[src/include/aipmc_pkg.sv]
`default_nettype none
package aipmc_pkg;
  // register addresses on the control port
  localparam logic [3:0] ADDR_CTRL2 = 4'h1;
  localparam logic [3:0] ADDR_AICFG = 4'h2;
  localparam logic [3:0] ADDR_PEAK_L = 4'h3;
  localparam logic [3:0] ADDR_PEAK_R = 4'h4;
  // analog input configuration field positions
  localparam int CFG_RIGHT_SEL = 0;
  localparam int CFG_RIGHT_BUF_OFF = 1;
  localparam int CFG_LEFT_SEL = 2;
  localparam int CFG_LEFT_BUF_OFF = 3;
  localparam int CFG_RIGHT_SE = 4;
  localparam int CFG_LEFT_SE = 5;
  localparam int CFG_DIV_LO = 6;
  localparam int CFG_DIV_HI = 7;
  localparam logic [7:0] CFG_RESET = 8'h00;
  // second control register field positions (subset held here)
  localparam int CTRL2_ROLE = 2;
  localparam int CTRL2_FMT_LO = 5;
  localparam int CTRL2_FMT_HI = 6;
  localparam int CTRL2_MOD_EN = 7;
  localparam logic [7:0] CTRL2_RESET = 8'h00;
  localparam logic [7:0] CTRL2_WMASK = 8'hE4;
  // readback word layout
  localparam int PEAK_W = 6;
  localparam logic [1:0] PEAK_TAG = 2'h2;
  localparam logic [1:0] CFG_TAG = 2'h0;
  localparam logic [PEAK_W-1:0] PEAK_RESET = 6'h00;
  // strap vector positions
  localparam int STRAP_EXT = 0;
  localparam int STRAP_ROLE = 1;
  localparam int STRAP_RATIO = 2;
  localparam int STRAP_FMT_LO = 3;
  localparam int STRAP_FMT_HI = 4;
  localparam int STRAP_N = 5;
  localparam logic [4:0] STRAP_RESET = 5'h00;
  typedef enum logic [1:0] {
    AIPMC_DIV_BY1 = 2'b00,
    AIPMC_DIV_BY2 = 2'b01,
    AIPMC_DIV_BY3 = 2'b10,
    AIPMC_DIV_BY1B = 2'b11
  } aipmc_div_t;
  typedef enum logic [1:0] {
    AIPMC_FMT_I2S = 2'b00,
    AIPMC_FMT_RJ = 2'b01,
    AIPMC_FMT_DSP = 2'b10,
    AIPMC_FMT_LJ = 2'b11
  } aipmc_fmt_t;
  typedef enum logic [1:0] {
    AIPMC_MOD_IDLE = 2'b00,
    AIPMC_MOD_LEFT = 2'b01,
    AIPMC_MOD_RIGHT = 2'b10
  } aipmc_mod_t;
  // divider terminal counts for /1, /2 and /3
  localparam logic [1:0] DIV_LAST_BY1 = 2'h0;
  localparam logic [1:0] DIV_LAST_BY2 = 2'h1;
  localparam logic [1:0] DIV_LAST_BY3 = 2'h2;
endpackage : aipmc_pkg
`default_nettype wire

[src/hw/aipmc_ctrl.sv]
`timescale 1ns/1ps
`default_nettype none
// Function
// buffer-disable bit powers down channel input buffer
// buffer-disable bits reset to zero
// input-select picks positive or negative pin
// input-select only counts when single-ended enabled
// single-ended enable converts selected input
// internal clock is 256 times sample rate
// divider code gives /1, /2, /3, /1
// left peak read-only at address 0011b
// right peak read-only at address 0100b
// peak code in six low readback bits
// peak tracking only while peak enable set
// code zero full scale, ones -63 dBFS
// peak register holds highest level seen
// reading a peak register clears it
// strap pin hands settings to strap pins
// role strap low drives frame clocks
// ratio strap selects 256 or 512
// format straps act like format field
// other functions stay at power-on defaults
// modulator mode drives data and sampling clock
// left data low phase, right high
// format codes I2S, RJ, DSP, LJ
// reset default is master role
// replace stored peak only with smaller code
module aipmc_ctrl #(
  parameter int MOD_BITS = 4
) (
  input wire logic mclk,
  input wire logic rst,
  input wire logic regWr,
  input wire logic regRd,
  input wire logic [3:0] regAddr,
  input wire logic [9:0] regWrData,
  output logic rdValid,
  output logic [15:0] rdData,
  input wire logic peakTrackEnable,
  input wire logic ctrlRatio512,
  input wire logic convValid,
  input wire logic [aipmc_pkg::PEAK_W-1:0] convLeftCode,
  input wire logic [aipmc_pkg::PEAK_W-1:0] convRightCode,
  input wire logic strapControlEnable,
  input wire logic strapRole,
  input wire logic strapRatio,
  input wire logic [1:0] strapFormat,
  input wire logic modInValid,
  output logic modInReady,
  input wire logic [2*MOD_BITS-1:0] modInData,
  output logic imclkEnable,
  output logic leftBufferPowerDown,
  output logic rightBufferPowerDown,
  output logic leftSingleEnded,
  output logic rightSingleEnded,
  output logic leftSelectNeg,
  output logic rightSelectNeg,
  output logic frameClocksDrive,
  output logic [1:0] dataFormat,
  output logic mclkRatio512,
  output logic modPinsDrive,
  output logic modulatorSampleClock,
  output logic [MOD_BITS-1:0] modData
);

  typedef struct packed {
    logic [aipmc_pkg::STRAP_N-1:0] strapMeta;
    logic [aipmc_pkg::STRAP_N-1:0] strapSync;
    logic [7:0] cfg;
    logic [7:0] ctrl2;
    logic [1:0] divCnt;
    logic imclkEn;
    logic [aipmc_pkg::PEAK_W-1:0] peakL;
    logic [aipmc_pkg::PEAK_W-1:0] peakR;
    logic freshL;
    logic freshR;
    logic rdValid;
    logic [15:0] rdData;
    aipmc_pkg::aipmc_mod_t modState;
    logic [2*MOD_BITS-1:0] modPair;
    logic [MOD_BITS-1:0] modData;
    logic [1:0][2*MOD_BITS-1:0] bufMem;
    logic bufWrPtr;
    logic bufRdPtr;
    logic [1:0] bufCount;
  } aipmc_state_t;

  aipmc_state_t q;
  aipmc_state_t d;

  logic extCtl;
  logic [7:0] cfgEff;
  logic modEn;
  logic peakEn;
  logic bufPush;
  logic bufPop;
  logic [1:0] divLast;
  logic [2*MOD_BITS-1:0] bufHead;

  // the pair word and pin count only fit a width the buffer can serve
  if (MOD_BITS < 1 || MOD_BITS > 8) begin : g_bad_width
    $error("MOD_BITS must lie between 1 and 8");
  end

  // one peak channel: a sample landing on the read cycle wins over the clear
  function automatic logic [aipmc_pkg::PEAK_W:0] peakNext(
    input logic [aipmc_pkg::PEAK_W-1:0] cur,
    input logic fresh,
    input logic rd,
    input logic take,
    input logic [aipmc_pkg::PEAK_W-1:0] code
  );
    logic [aipmc_pkg::PEAK_W:0] r;
    r = {fresh, cur};
    if (take && (fresh || rd || code < cur)) begin // see R13 //
      r = {1'b0, code};
    end else if (rd) begin
      r = {1'b1, aipmc_pkg::PEAK_RESET};
    end
    return r;
  endfunction : peakNext

  // strap mode overrides; everything else falls back to power-on values
  always_comb begin
    extCtl = q.strapSync[aipmc_pkg::STRAP_EXT];
    cfgEff = extCtl ? aipmc_pkg::CFG_RESET : q.cfg;
    modEn = !extCtl && q.ctrl2[aipmc_pkg::CTRL2_MOD_EN];
    peakEn = !extCtl && peakTrackEnable; // see R11 //
  end

  // divider terminal count from the divider field
  always_comb begin
    case (aipmc_pkg::aipmc_div_t'(cfgEff[aipmc_pkg::CFG_DIV_HI:aipmc_pkg::CFG_DIV_LO]))
      aipmc_pkg::AIPMC_DIV_BY2: divLast = aipmc_pkg::DIV_LAST_BY2;
      aipmc_pkg::AIPMC_DIV_BY3: divLast = aipmc_pkg::DIV_LAST_BY3;
      default: divLast = aipmc_pkg::DIV_LAST_BY1;
    endcase
  end

  // two-entry buffer handshakes; the output side is paced by the sampling clock
  always_comb begin
    modInReady = q.bufCount != 2'h2;
    bufPush = modInValid && modInReady;
    bufHead = q.bufMem[q.bufRdPtr];
    bufPop = 1'b0;
    if (modEn && q.imclkEn && q.bufCount != 2'h0) begin
      bufPop = q.modState != aipmc_pkg::AIPMC_MOD_LEFT;
    end
  end

  // next state of the whole block
  always_comb begin
    d = q;
    // straps come from pins: two flops before use
    d.strapMeta = {strapFormat, strapRatio, strapRole, strapControlEnable};
    d.strapSync = q.strapMeta;

    // register writes; peak addresses ignore writes
    if (regWr) begin
      if (regAddr == aipmc_pkg::ADDR_AICFG) begin
        d.cfg = regWrData[7:0]; // see R01 // see R03 //
      end else if (regAddr == aipmc_pkg::ADDR_CTRL2) begin
        d.ctrl2 = regWrData[7:0] & aipmc_pkg::CTRL2_WMASK;
      end
    end

    // register readback, answered one cycle after the read strobe
    d.rdValid = regRd;
    if (regRd) begin
      if (regAddr == aipmc_pkg::ADDR_PEAK_L) begin
        d.rdData = {regAddr, aipmc_pkg::PEAK_TAG, 4'h0, q.peakL}; // see R08 // see R10 //
      end else if (regAddr == aipmc_pkg::ADDR_PEAK_R) begin
        d.rdData = {regAddr, aipmc_pkg::PEAK_TAG, 4'h0, q.peakR}; // see R09 //
      end else if (regAddr == aipmc_pkg::ADDR_AICFG) begin
        d.rdData = {regAddr, aipmc_pkg::CFG_TAG, 2'h0, q.cfg};
      end else if (regAddr == aipmc_pkg::ADDR_CTRL2) begin
        d.rdData = {regAddr, aipmc_pkg::CFG_TAG, 2'h0, q.ctrl2};
      end else begin
        d.rdData = {regAddr, 12'h000};
      end
    end

    // peak trackers; a read only clears the channel it addresses
    {d.freshL, d.peakL} = peakNext(q.peakL, q.freshL,
      regRd && regAddr == aipmc_pkg::ADDR_PEAK_L, convValid && peakEn, convLeftCode);
    {d.freshR, d.peakR} = peakNext(q.peakR, q.freshR,
      regRd && regAddr == aipmc_pkg::ADDR_PEAK_R, convValid && peakEn, convRightCode);

    // internal master clock as a one-cycle enable
    if (q.divCnt >= divLast) begin // see R06 //
      d.divCnt = 2'h0;
      d.imclkEn = 1'b1;
    end else begin
      d.divCnt = q.divCnt + 2'h1;
      d.imclkEn = 1'b0;
    end

    // buffer storage
    if (bufPush) begin
      d.bufMem[q.bufWrPtr] = modInData;
      d.bufWrPtr = !q.bufWrPtr;
    end
    if (bufPop) begin
      d.bufRdPtr = !q.bufRdPtr;
    end
    d.bufCount = q.bufCount + {1'b0, bufPush} - {1'b0, bufPop};

    // sampling clock is half the internal clock: 128 times the sample rate
    case (q.modState)
      aipmc_pkg::AIPMC_MOD_IDLE: begin
        if (modEn && q.imclkEn) begin
          d.modState = aipmc_pkg::AIPMC_MOD_LEFT;
          d.modPair = bufPop ? bufHead : '0;
          d.modData = bufPop ? bufHead[MOD_BITS-1:0] : '0;
        end
      end
      aipmc_pkg::AIPMC_MOD_LEFT: begin
        if (!modEn) begin
          d.modState = aipmc_pkg::AIPMC_MOD_IDLE;
          d.modData = '0;
        end else if (q.imclkEn) begin
          d.modState = aipmc_pkg::AIPMC_MOD_RIGHT;
          d.modData = q.modPair[2*MOD_BITS-1:MOD_BITS];
        end
      end
      aipmc_pkg::AIPMC_MOD_RIGHT: begin
        if (!modEn) begin
          d.modState = aipmc_pkg::AIPMC_MOD_IDLE;
          d.modData = '0;
        end else if (q.imclkEn) begin
          // an empty buffer sends silence rather than repeating a stale pair
          d.modState = aipmc_pkg::AIPMC_MOD_LEFT;
          d.modPair = bufPop ? bufHead : '0;
          d.modData = bufPop ? bufHead[MOD_BITS-1:0] : '0;
        end
      end
      default: begin
        d.modState = aipmc_pkg::AIPMC_MOD_IDLE;
      end
    endcase
  end

  // state register
  always_ff @(posedge mclk) begin
    if (rst) begin
      q.strapMeta <= aipmc_pkg::STRAP_RESET;
      q.strapSync <= aipmc_pkg::STRAP_RESET;
      q.cfg <= aipmc_pkg::CFG_RESET;
      q.ctrl2 <= aipmc_pkg::CTRL2_RESET;
      q.divCnt <= 2'h0;
      q.imclkEn <= 1'b0;
      q.peakL <= aipmc_pkg::PEAK_RESET;
      q.peakR <= aipmc_pkg::PEAK_RESET;
      q.freshL <= 1'b1;
      q.freshR <= 1'b1;
      q.rdValid <= 1'b0;
      q.rdData <= 16'h0000;
      q.modState <= aipmc_pkg::AIPMC_MOD_IDLE;
      q.modPair <= '0;
      q.modData <= '0;
      q.bufMem <= '0;
      q.bufWrPtr <= 1'b0;
      q.bufRdPtr <= 1'b0;
      q.bufCount <= 2'h0;
    end else begin
      q <= d;
    end
  end

  // outputs; analog steering decodes from the effective configuration, which strap mode forces to reset values
  always_comb begin
    imclkEnable = q.imclkEn;
    rdValid = q.rdValid;
    rdData = q.rdData;
    leftBufferPowerDown = cfgEff[aipmc_pkg::CFG_LEFT_BUF_OFF];
    rightBufferPowerDown = cfgEff[aipmc_pkg::CFG_RIGHT_BUF_OFF];
    leftSingleEnded = cfgEff[aipmc_pkg::CFG_LEFT_SE];
    rightSingleEnded = cfgEff[aipmc_pkg::CFG_RIGHT_SE];
    leftSelectNeg = leftSingleEnded && cfgEff[aipmc_pkg::CFG_LEFT_SEL]; // see R03 //
    rightSelectNeg = rightSingleEnded && cfgEff[aipmc_pkg::CFG_RIGHT_SEL]; // see R03 //
    frameClocksDrive = extCtl ? !q.strapSync[aipmc_pkg::STRAP_ROLE]
                              : !q.ctrl2[aipmc_pkg::CTRL2_ROLE]; // see R16 //
    dataFormat = extCtl ? q.strapSync[aipmc_pkg::STRAP_FMT_HI:aipmc_pkg::STRAP_FMT_LO]
                        : q.ctrl2[aipmc_pkg::CTRL2_FMT_HI:aipmc_pkg::CTRL2_FMT_LO]; // see R18 //
    mclkRatio512 = extCtl ? q.strapSync[aipmc_pkg::STRAP_RATIO] : ctrlRatio512;
    modPinsDrive = q.modState != aipmc_pkg::AIPMC_MOD_IDLE;
    modulatorSampleClock = q.modState == aipmc_pkg::AIPMC_MOD_RIGHT;
    modData = q.modData;
  end

  buf_power_a: assert property (@(posedge mclk) disable iff (rst)
    regWr && regAddr == aipmc_pkg::ADDR_AICFG && regWrData[aipmc_pkg::CFG_LEFT_BUF_OFF]
      && !extCtl |=> extCtl || leftBufferPowerDown)
    else $error("left buffer not powered down after write");

  reset_default_a: assert property (@(posedge mclk)
    $past(rst) && !rst |-> !leftBufferPowerDown && !rightBufferPowerDown && frameClocksDrive)
    else $error("reset defaults wrong");

  select_gate_a: assert property (@(posedge mclk) disable iff (rst)
    !leftSingleEnded |-> !leftSelectNeg)
    else $error("left select active while differential");

  select_map_a: assert property (@(posedge mclk) disable iff (rst)
    regWr && regAddr == aipmc_pkg::ADDR_AICFG && regWrData[aipmc_pkg::CFG_LEFT_SE]
      && regWrData[aipmc_pkg::CFG_LEFT_SEL] && !extCtl
      |=> extCtl || leftSelectNeg)
    else $error("left negative input not selected");

  div_three_a: assert property (@(posedge mclk) disable iff (rst)
    imclkEnable && divLast == aipmc_pkg::DIV_LAST_BY3 ##1 divLast == aipmc_pkg::DIV_LAST_BY3
      |-> !imclkEnable ##1 !imclkEnable)
    else $error("divide by three pulses too often");

  peak_clear_a: assert property (@(posedge mclk) disable iff (rst)
    regRd && regAddr == aipmc_pkg::ADDR_PEAK_L && !convValid |=> q.peakL == 6'h00 && q.freshL)
    else $error("left peak not cleared by read");

  peak_hold_a: assert property (@(posedge mclk) disable iff (rst)
    convValid && peakEn && !q.freshR && !regRd && convRightCode >= q.peakR |=> $stable(q.peakR))
    else $error("right peak replaced by lower level");

  readback_fmt_a: assert property (@(posedge mclk) disable iff (rst)
    regRd && regAddr == aipmc_pkg::ADDR_PEAK_R ##1 rdValid |-> rdData[9:6] == 4'h0
      && rdData[11:10] == aipmc_pkg::PEAK_TAG)
    else $error("peak readback layout wrong");

  strap_role_a: assert property (@(posedge mclk) disable iff (rst)
    extCtl && q.strapSync[aipmc_pkg::STRAP_ROLE] |-> !frameClocksDrive)
    else $error("frame clocks driven in strapped slave role");

  mod_phase_a: assert property (@(posedge mclk) disable iff (rst)
    modEn && imclkEnable && modulatorSampleClock |=> !modulatorSampleClock && modPinsDrive)
    else $error("sampling clock failed to fall");

endmodule : aipmc_ctrl
`default_nettype wire

[config.mk]
export PLATFORM = sky130hd
export DESIGN_NAME = aipmc_ctrl
export DESIGN_NICKNAME = d
export VERILOG_FILES = /design/src/include/aipmc_pkg.sv /design/src/hw/aipmc_ctrl.sv
export SDC_FILE = /design/constraint.sdc
export NUM_CORES = 1
export LEC_CHECK = 0
export BUFFER_PORTS_ARGS = -buffer_cell sky130_fd_sc_hd__buf_4
export CAP_MARGIN = 20
export CELL_PAD_IN_SITES_DETAIL_PLACEMENT = 0
export CELL_PAD_IN_SITES_GLOBAL_PLACEMENT = 1
export CORE_MARGIN = 3
export CORE_UTILIZATION = 42
export DETAILED_ROUTE_END_ITERATION = 16
export PLACE_DENSITY = 0.87
export SYNTH_ARGS = -nofsm -noshare
export SYNTH_HDL_FRONTEND = slang
export SYNTH_SLANG_ARGS = --single-unit
[constraint.sdc]
create_clock -name mclk -period 2.29 [get_ports mclk]
set_input_delay 0.1145 -clock mclk [delete_from_list [all_inputs] [get_ports mclk]]
set_output_delay 0.1145 -clock mclk [all_outputs]
set_load 0.005 [all_outputs]
**Word level (Yosys, flattened, before mapping)**

Cells that the tools add are included.

- Register bits after elaboration: 90
- Logic and storage cells: 114
- Output and inout bits: 35

- Magnitude comparators: 6
- Bitwise operators: 1
- Reduce and logical (&&, ||, !) cells: 35
- $add $sub $neg: 3
- Multiplexer cells: 34
- Eq/ne operators: 15

Operators by type and width:

| cell | number |
|---|---|
| $mux 8 | 8 |
| $mux 14 | 2 |
| $mux 7 | 4 |
| $mux 12 | 2 |
| $bwmux 16 | 1 |
| $mux 4 | 4 |
| $pmux 8 s2 | 1 |
| $logic_and 1x1->1 | 13 |
| $lt 6x6->1 | 2 |
| $pmux 4 s3 | 1 |
| $reduce_bool 2->1 | 5 |
| $demux 8 s1 | 1 |
| $eq 4x2->1 const B | 2 |
| $mux 2 | 4 |
| $reduce_and 4->1 | 2 |
| $ne 2x1->1 const B | 3 |
| $ne 3x3->1 const B | 2 |
| $pmux 2 s3 | 1 |
| $reduce_and 3->1 | 2 |
| $logic_not 1->1 | 5 |
| $eq 2x1->1 const B | 2 |
| $eq 2x2->1 const B | 2 |
| $eq 4x1->1 const B | 1 |
| $eq 4x3->1 const B | 1 |
| 15 further kinds | 23 |

**Logic depth before layout (Yosys ltp)**

- Depth after elaboration: 9
- Depth in mapped cells: 9
- Depth with buffers taken out: 9

**Least setup slack after synthesis**

OpenSTA, ideal clock, no wires.

- Kind: reg-to-reg
- Start point: register q[33] (netlist name)
- End point: register q[1] (netlist name)
- Setup slack: 0.405 ns
- Clock period less this slack: 1.885 ns
- Arrival: 1.758 ns
- Cell stages (with the launch flop): 10
- Setup time: 0.128 ns
- Buffers on the path: 0
- Required time: 2.162 ns
- Path through: dfxtp_1 inv_1 ha_1 nor3_1 ha_1 inv_1 ha_1 xor2_1 xnor2_1 nor2_1

- Word-level cells in the longest chain between the ends: 3

Ends and longest elaborated chain:

| item | RTL line | RTL |
|---|---|---|
| start: declaration | aipmc_ctrl.sv:88 | `aipmc_state_t q;` |
| $ne 2x1->1 | aipmc_ctrl.sv:147 | `bufPop = q.modState != aipmc_pkg::AIPMC_MOD_LEFT;` |
| $mux 1 | aipmc_ctrl.sv:146 | `if (modEn && q.imclkEn && q.bufCount != 2'h0) begin` |
| named net bufPop | aipmc_ctrl.sv:96 | `logic bufPop;` |
| $sub 2x1->2 | aipmc_ctrl.sv:206 | `d.bufCount = q.bufCount + {1'b0, bufPush} - {1'b0, bufPop};` |

The timed path passes the listed nets, and every way through them passes these cells.
A chain may end at the register's enable or synchronous reset.

**Worst setup path after layout**

Same ends and word-level chain as after synthesis.

==> out/summary.json <==
{
  "final_layout": {
    "post_route_cells_drive_above_1_share_pct": 24.0,
    "postLayoutCellArea_sq_um": 4950,
    "n_antenna_cell": 0,
    "fillCellCount": 863,
    "final_cell_count_no_fill": 637,
    "final_nets": 568,
    "area_delta_synth_final_pct": 22.5
  },
  "min_path": {
    "hp-class": "in -> reg",
    "hold_start": "modInData[6]",
    "holdPathStages": 3,
    "timing.hold.worst_endpoint": "q[18]"
  },
  "timing": {
    "timing.final.ws_setup_ns": 0.342,
    "report.final.slew_viol_count": 0,
    "fin_setup_tns_ns": 0,
    "worstMarginPinSlew_ns": 0.555,
    "number_of_setup_violations_in_the_final_report": 0,
    "finalHoldWorstSlack_ns": 0.00938,
    "worst_setup_skew_after_layout_ns": 0.0152,
    "final_critical_period_ns": 1.95,
    "fmax_ghz": 0.513,
    "hold_viol": 0,
    "slew-limit-headroom_pct": 62.9,
    "final.period_utilization_pct": 85.1,
    "rsz0062_at_grt": "false"
  },
  "clock_network": {
    "cts-root-to-sink-buffers": 2,
    "post_cts.resized_instances": 0,
    "clock_input_transition_at_the_sequential_cells_of_the_worst_setup_and_hold_paths_ns": 0.08,
    "cts_inserted_buffers": 9,
    "clock-sinks": 83,
    "htreeDepth": 3,
    "worstSkewPairLatency_ns": 0.36,
    "post-cts-setup-buffers": 0,
    "post_cts_hold_buffer_count": 17,
    "clk_root_buffer_cell": "sky130_fd_sc_hd__clkbuf_8",
    "cts_tree": "yes"
  },
  "power_and_ir_drop": {
    "pwr_density_cell_nw_per_um2": 623,
    "p_leak_nw": 2.18,
    "peakVddDrop_mv": 0.265
  },
  "setup_path": {
    "critPathCaptureType": "flip-flop",
    "r2r_cells": 9,
    "worst-setup-path-type": "reg -> reg",
    "worstSetupStartpointType": "flip-flop",
    "worstPathMaxFanout": 5,
    "critPathMaxStageDelay_ns": 0.39,
    "ff2ff_setup_slack_ns": 0.34,
    "timing.critical_path.required_ns": 2.52,
    "worst_path_bufs_invs": 2,
    "crit_path_top_delay_cell": "sky130_fd_sc_hd__dfxtp_1",
    "critical_path.reg2reg.endpoint": "q[1]",
    "crit_path_frequent_cell": "sky130_fd_sc_hd__ha_1",
    "timing.critical_path.cells": "inv_1 > ha_1 > nor3_1 > ha_1 > inv_1 > ha_1 > xor2_1 > xnor2_1 > nor2_1",
    "crit-reg2reg-launch": "q[33]",
    "critical_path_arrival_ns": 2.18,
    "cpLargestDelayFamily": "adder cells"
  },
  "synth": {
    "synth_area_sq_um": 4040,
    "ys.flop_type": "sky130_fd_sc_hd__dfxtp_1",
    "synthArstFlopShare_pct": 0,
    "synth_area_leader_cell": "sky130_fd_sc_hd__dfxtp_1",
    "synth_edf_count": 0,
    "area_share_of_the_leading_cell_type_in_the_synthesized_netlist_pct": 41.1,
    "post_synth_inst_count": 429,
    "synth.top_cells.by_area": "sky130_fd_sc_hd__dfxtp_1, sky130_fd_sc_hd__mux2i_1, sky130_fd_sc_hd__nor2_1",
    "seq_area_frac_synth_pct": 41.1,
    "yosysUniqueCellTypes": 50,
    "synth_most_common_cell": "sky130_fd_sc_hd__dfxtp_1",
    "synth-warning-count": 0,
    "avgSynthCellArea_sq_um": 9.42,
    "ys_ff_latch": 83,
    "synth.top_cells.by_count": "sky130_fd_sc_hd__dfxtp_1, sky130_fd_sc_hd__nor2_1, sky130_fd_sc_hd__mux2i_1"
  },
  "drt": {
    "detail_route.iter0.violations": 75,
    "drcViolationCount": 0,
    "firstDrtPassIters": 4,
    "antenna_left": 0,
    "routedWlPerCell_microns": 13.9,
    "avgViaCountPerCell": 4.91,
    "route.final.wire_length_mm": 8.83,
    "route.vias.total": 3128
  },
  "floorplan": {
    "row_count": 35,
    "chipHeight_microns": 104,
    "fp.coreArea_sq_um": 9280,
    "floorplan.initialDensity_pct": 43.5,
    "ios": 82,
    "dieWidth_microns": 104,
    "dieArea_sq_um": 10800
  },
  "placement": {
    "placed_cells_incl_taps": 603,
    "pre_cts_slack_ns": 0.335,
    "placement.io_buffers": 76,
    "detailed_place_hpwl_mm": 6.53,
    "dpl_cell_area_sq_um": 4570,
    "final_weighted_congestion_of_routability_driven_global_placement": 0.832
  },
  "global_route": {
    "vias_in_the_first_global_route": 3075,
    "grt_overflow": 0,
    "grt_pass1_wl_mm": 14.5,
    "grt_usage_pct": 16.3,
    "initial_antenna_violation_count": 0,
    "grt_max_degree": 55
  },
  "run_status": {
    "status": "complete, no violations"
  },
  "job": {
    "cap_viol_max_count": 0
  }
}
registers in the layout (all words and copies together), names as in the netlist:
| signal | flops |
|---|---|
| rdValid | 1 |
| d | 5 |
| rdData | 13 |
| imclkEnable | 1 |
| extCtl | 1 |
| q | 58 |
| modData | 4 |
through the flow:
| stage | utilization [%] | total power, W |
|---|---|---|
| finish | 53.3 | 0.00308 |
| global route | 53.3 | 0.00324 |
| CTS | 53.2 | 0.00312 |
| detailed placement | 49.2 | 0.00203 |
| global placement | 49.2 | 0.00202 |
| floorplan | - | 0.00189 |
per-layer routing:
layer / vias up / wire (microns) / track usage (%)
met1: 1453 / 4250 / 22.1
met3: 14 / 521 / 4.22
li1: 1586 / - / -
met4: 0 / 132 / 5.41
met2: 75 / 3920 / 25.4
met5: - / 0 / 0
cell families (layout without fill, tap and decap cells):
kind of cell               Yosys count  count (layout)  synth area share, %
other                                1               3               0.0928
muxes                               57              57                 14.4
buffers and inverters               54             131                 7.49
and+or+nand+nor                    152             152                 19.0
DFF                                 83              83                 41.1
adders and majority gates           18              18                 5.57
AOI/OAI and AO/OA                   60              60                 11.5
xor gates and xnor gates             4               4                0.867
worst reg2reg max path, cell delays in order (launching register included):
cell and delay, ns:
sky130_fd_sc_hd__dfxtp_1 0.39, sky130_fd_sc_hd__inv_1 0.08, sky130_fd_sc_hd__ha_1 0.23, sky130_fd_sc_hd__nor3_1 0.28
sky130_fd_sc_hd__ha_1 0.28, sky130_fd_sc_hd__inv_1 0.06, sky130_fd_sc_hd__ha_1 0.15, sky130_fd_sc_hd__xor2_1 0.18
sky130_fd_sc_hd__xnor2_1 0.14, sky130_fd_sc_hd__nor2_1 0.05
worst max-delay path by stage:
stage | from | end | slack [ns] | cells past startpoint
after floorplan | q[33] | q[1] | 0.40 | 9
after global placement | q[33] | q[1] | 0.41 | 9
after detailed placement | q[33] | q[1] | 0.33 | 9
after CTS | q[33] | q[1] | 0.32 | 9
after global routing | q[33] | q[1] | 0.18 | 9
final | q[33] | q[1] | 0.34 | 9
cell type report:
class	instances	area, sq um	share of cell area (%)
clock buffer	10	138	2.78
timing repair buffer	97	773	15.6
sequential	83	1660	33.6
inverter	18	67.6	1.36
tap	129	161	3.26
clock inverter	6	65.1	1.31
multi-input combinational	294	2090	42.1
placed cells by master (no fill, tap or decap), types with 18 or more instances in the layout:
cell type | Yosys | routed
sky130_fd_sc_hd__buf_4 | 21 | 79
sky130_fd_sc_hd__dfxtp_1 | 83 | 83
sky130_fd_sc_hd__dlygate4sd3_1 | 0 | 18
sky130_fd_sc_hd__ha_1 | 18 | 18
sky130_fd_sc_hd__inv_1 | 18 | 18
sky130_fd_sc_hd__mux2i_1 | 49 | 49
sky130_fd_sc_hd__nand2_1 | 20 | 20
sky130_fd_sc_hd__nand2b_1 | 19 | 19
sky130_fd_sc_hd__nor2_1 | 68 | 68
sky130_fd_sc_hd__nor2b_1 | 19 | 19
where the power goes:
group / internal [W] / switching (W)
clock: 0.000533 / 0.000530
sequential: 0.00151 / 0.0000437
combinational: 0.000241 / 0.000223
total: 0.00229 / 0.000796
(Power assumes the default switching activity.)
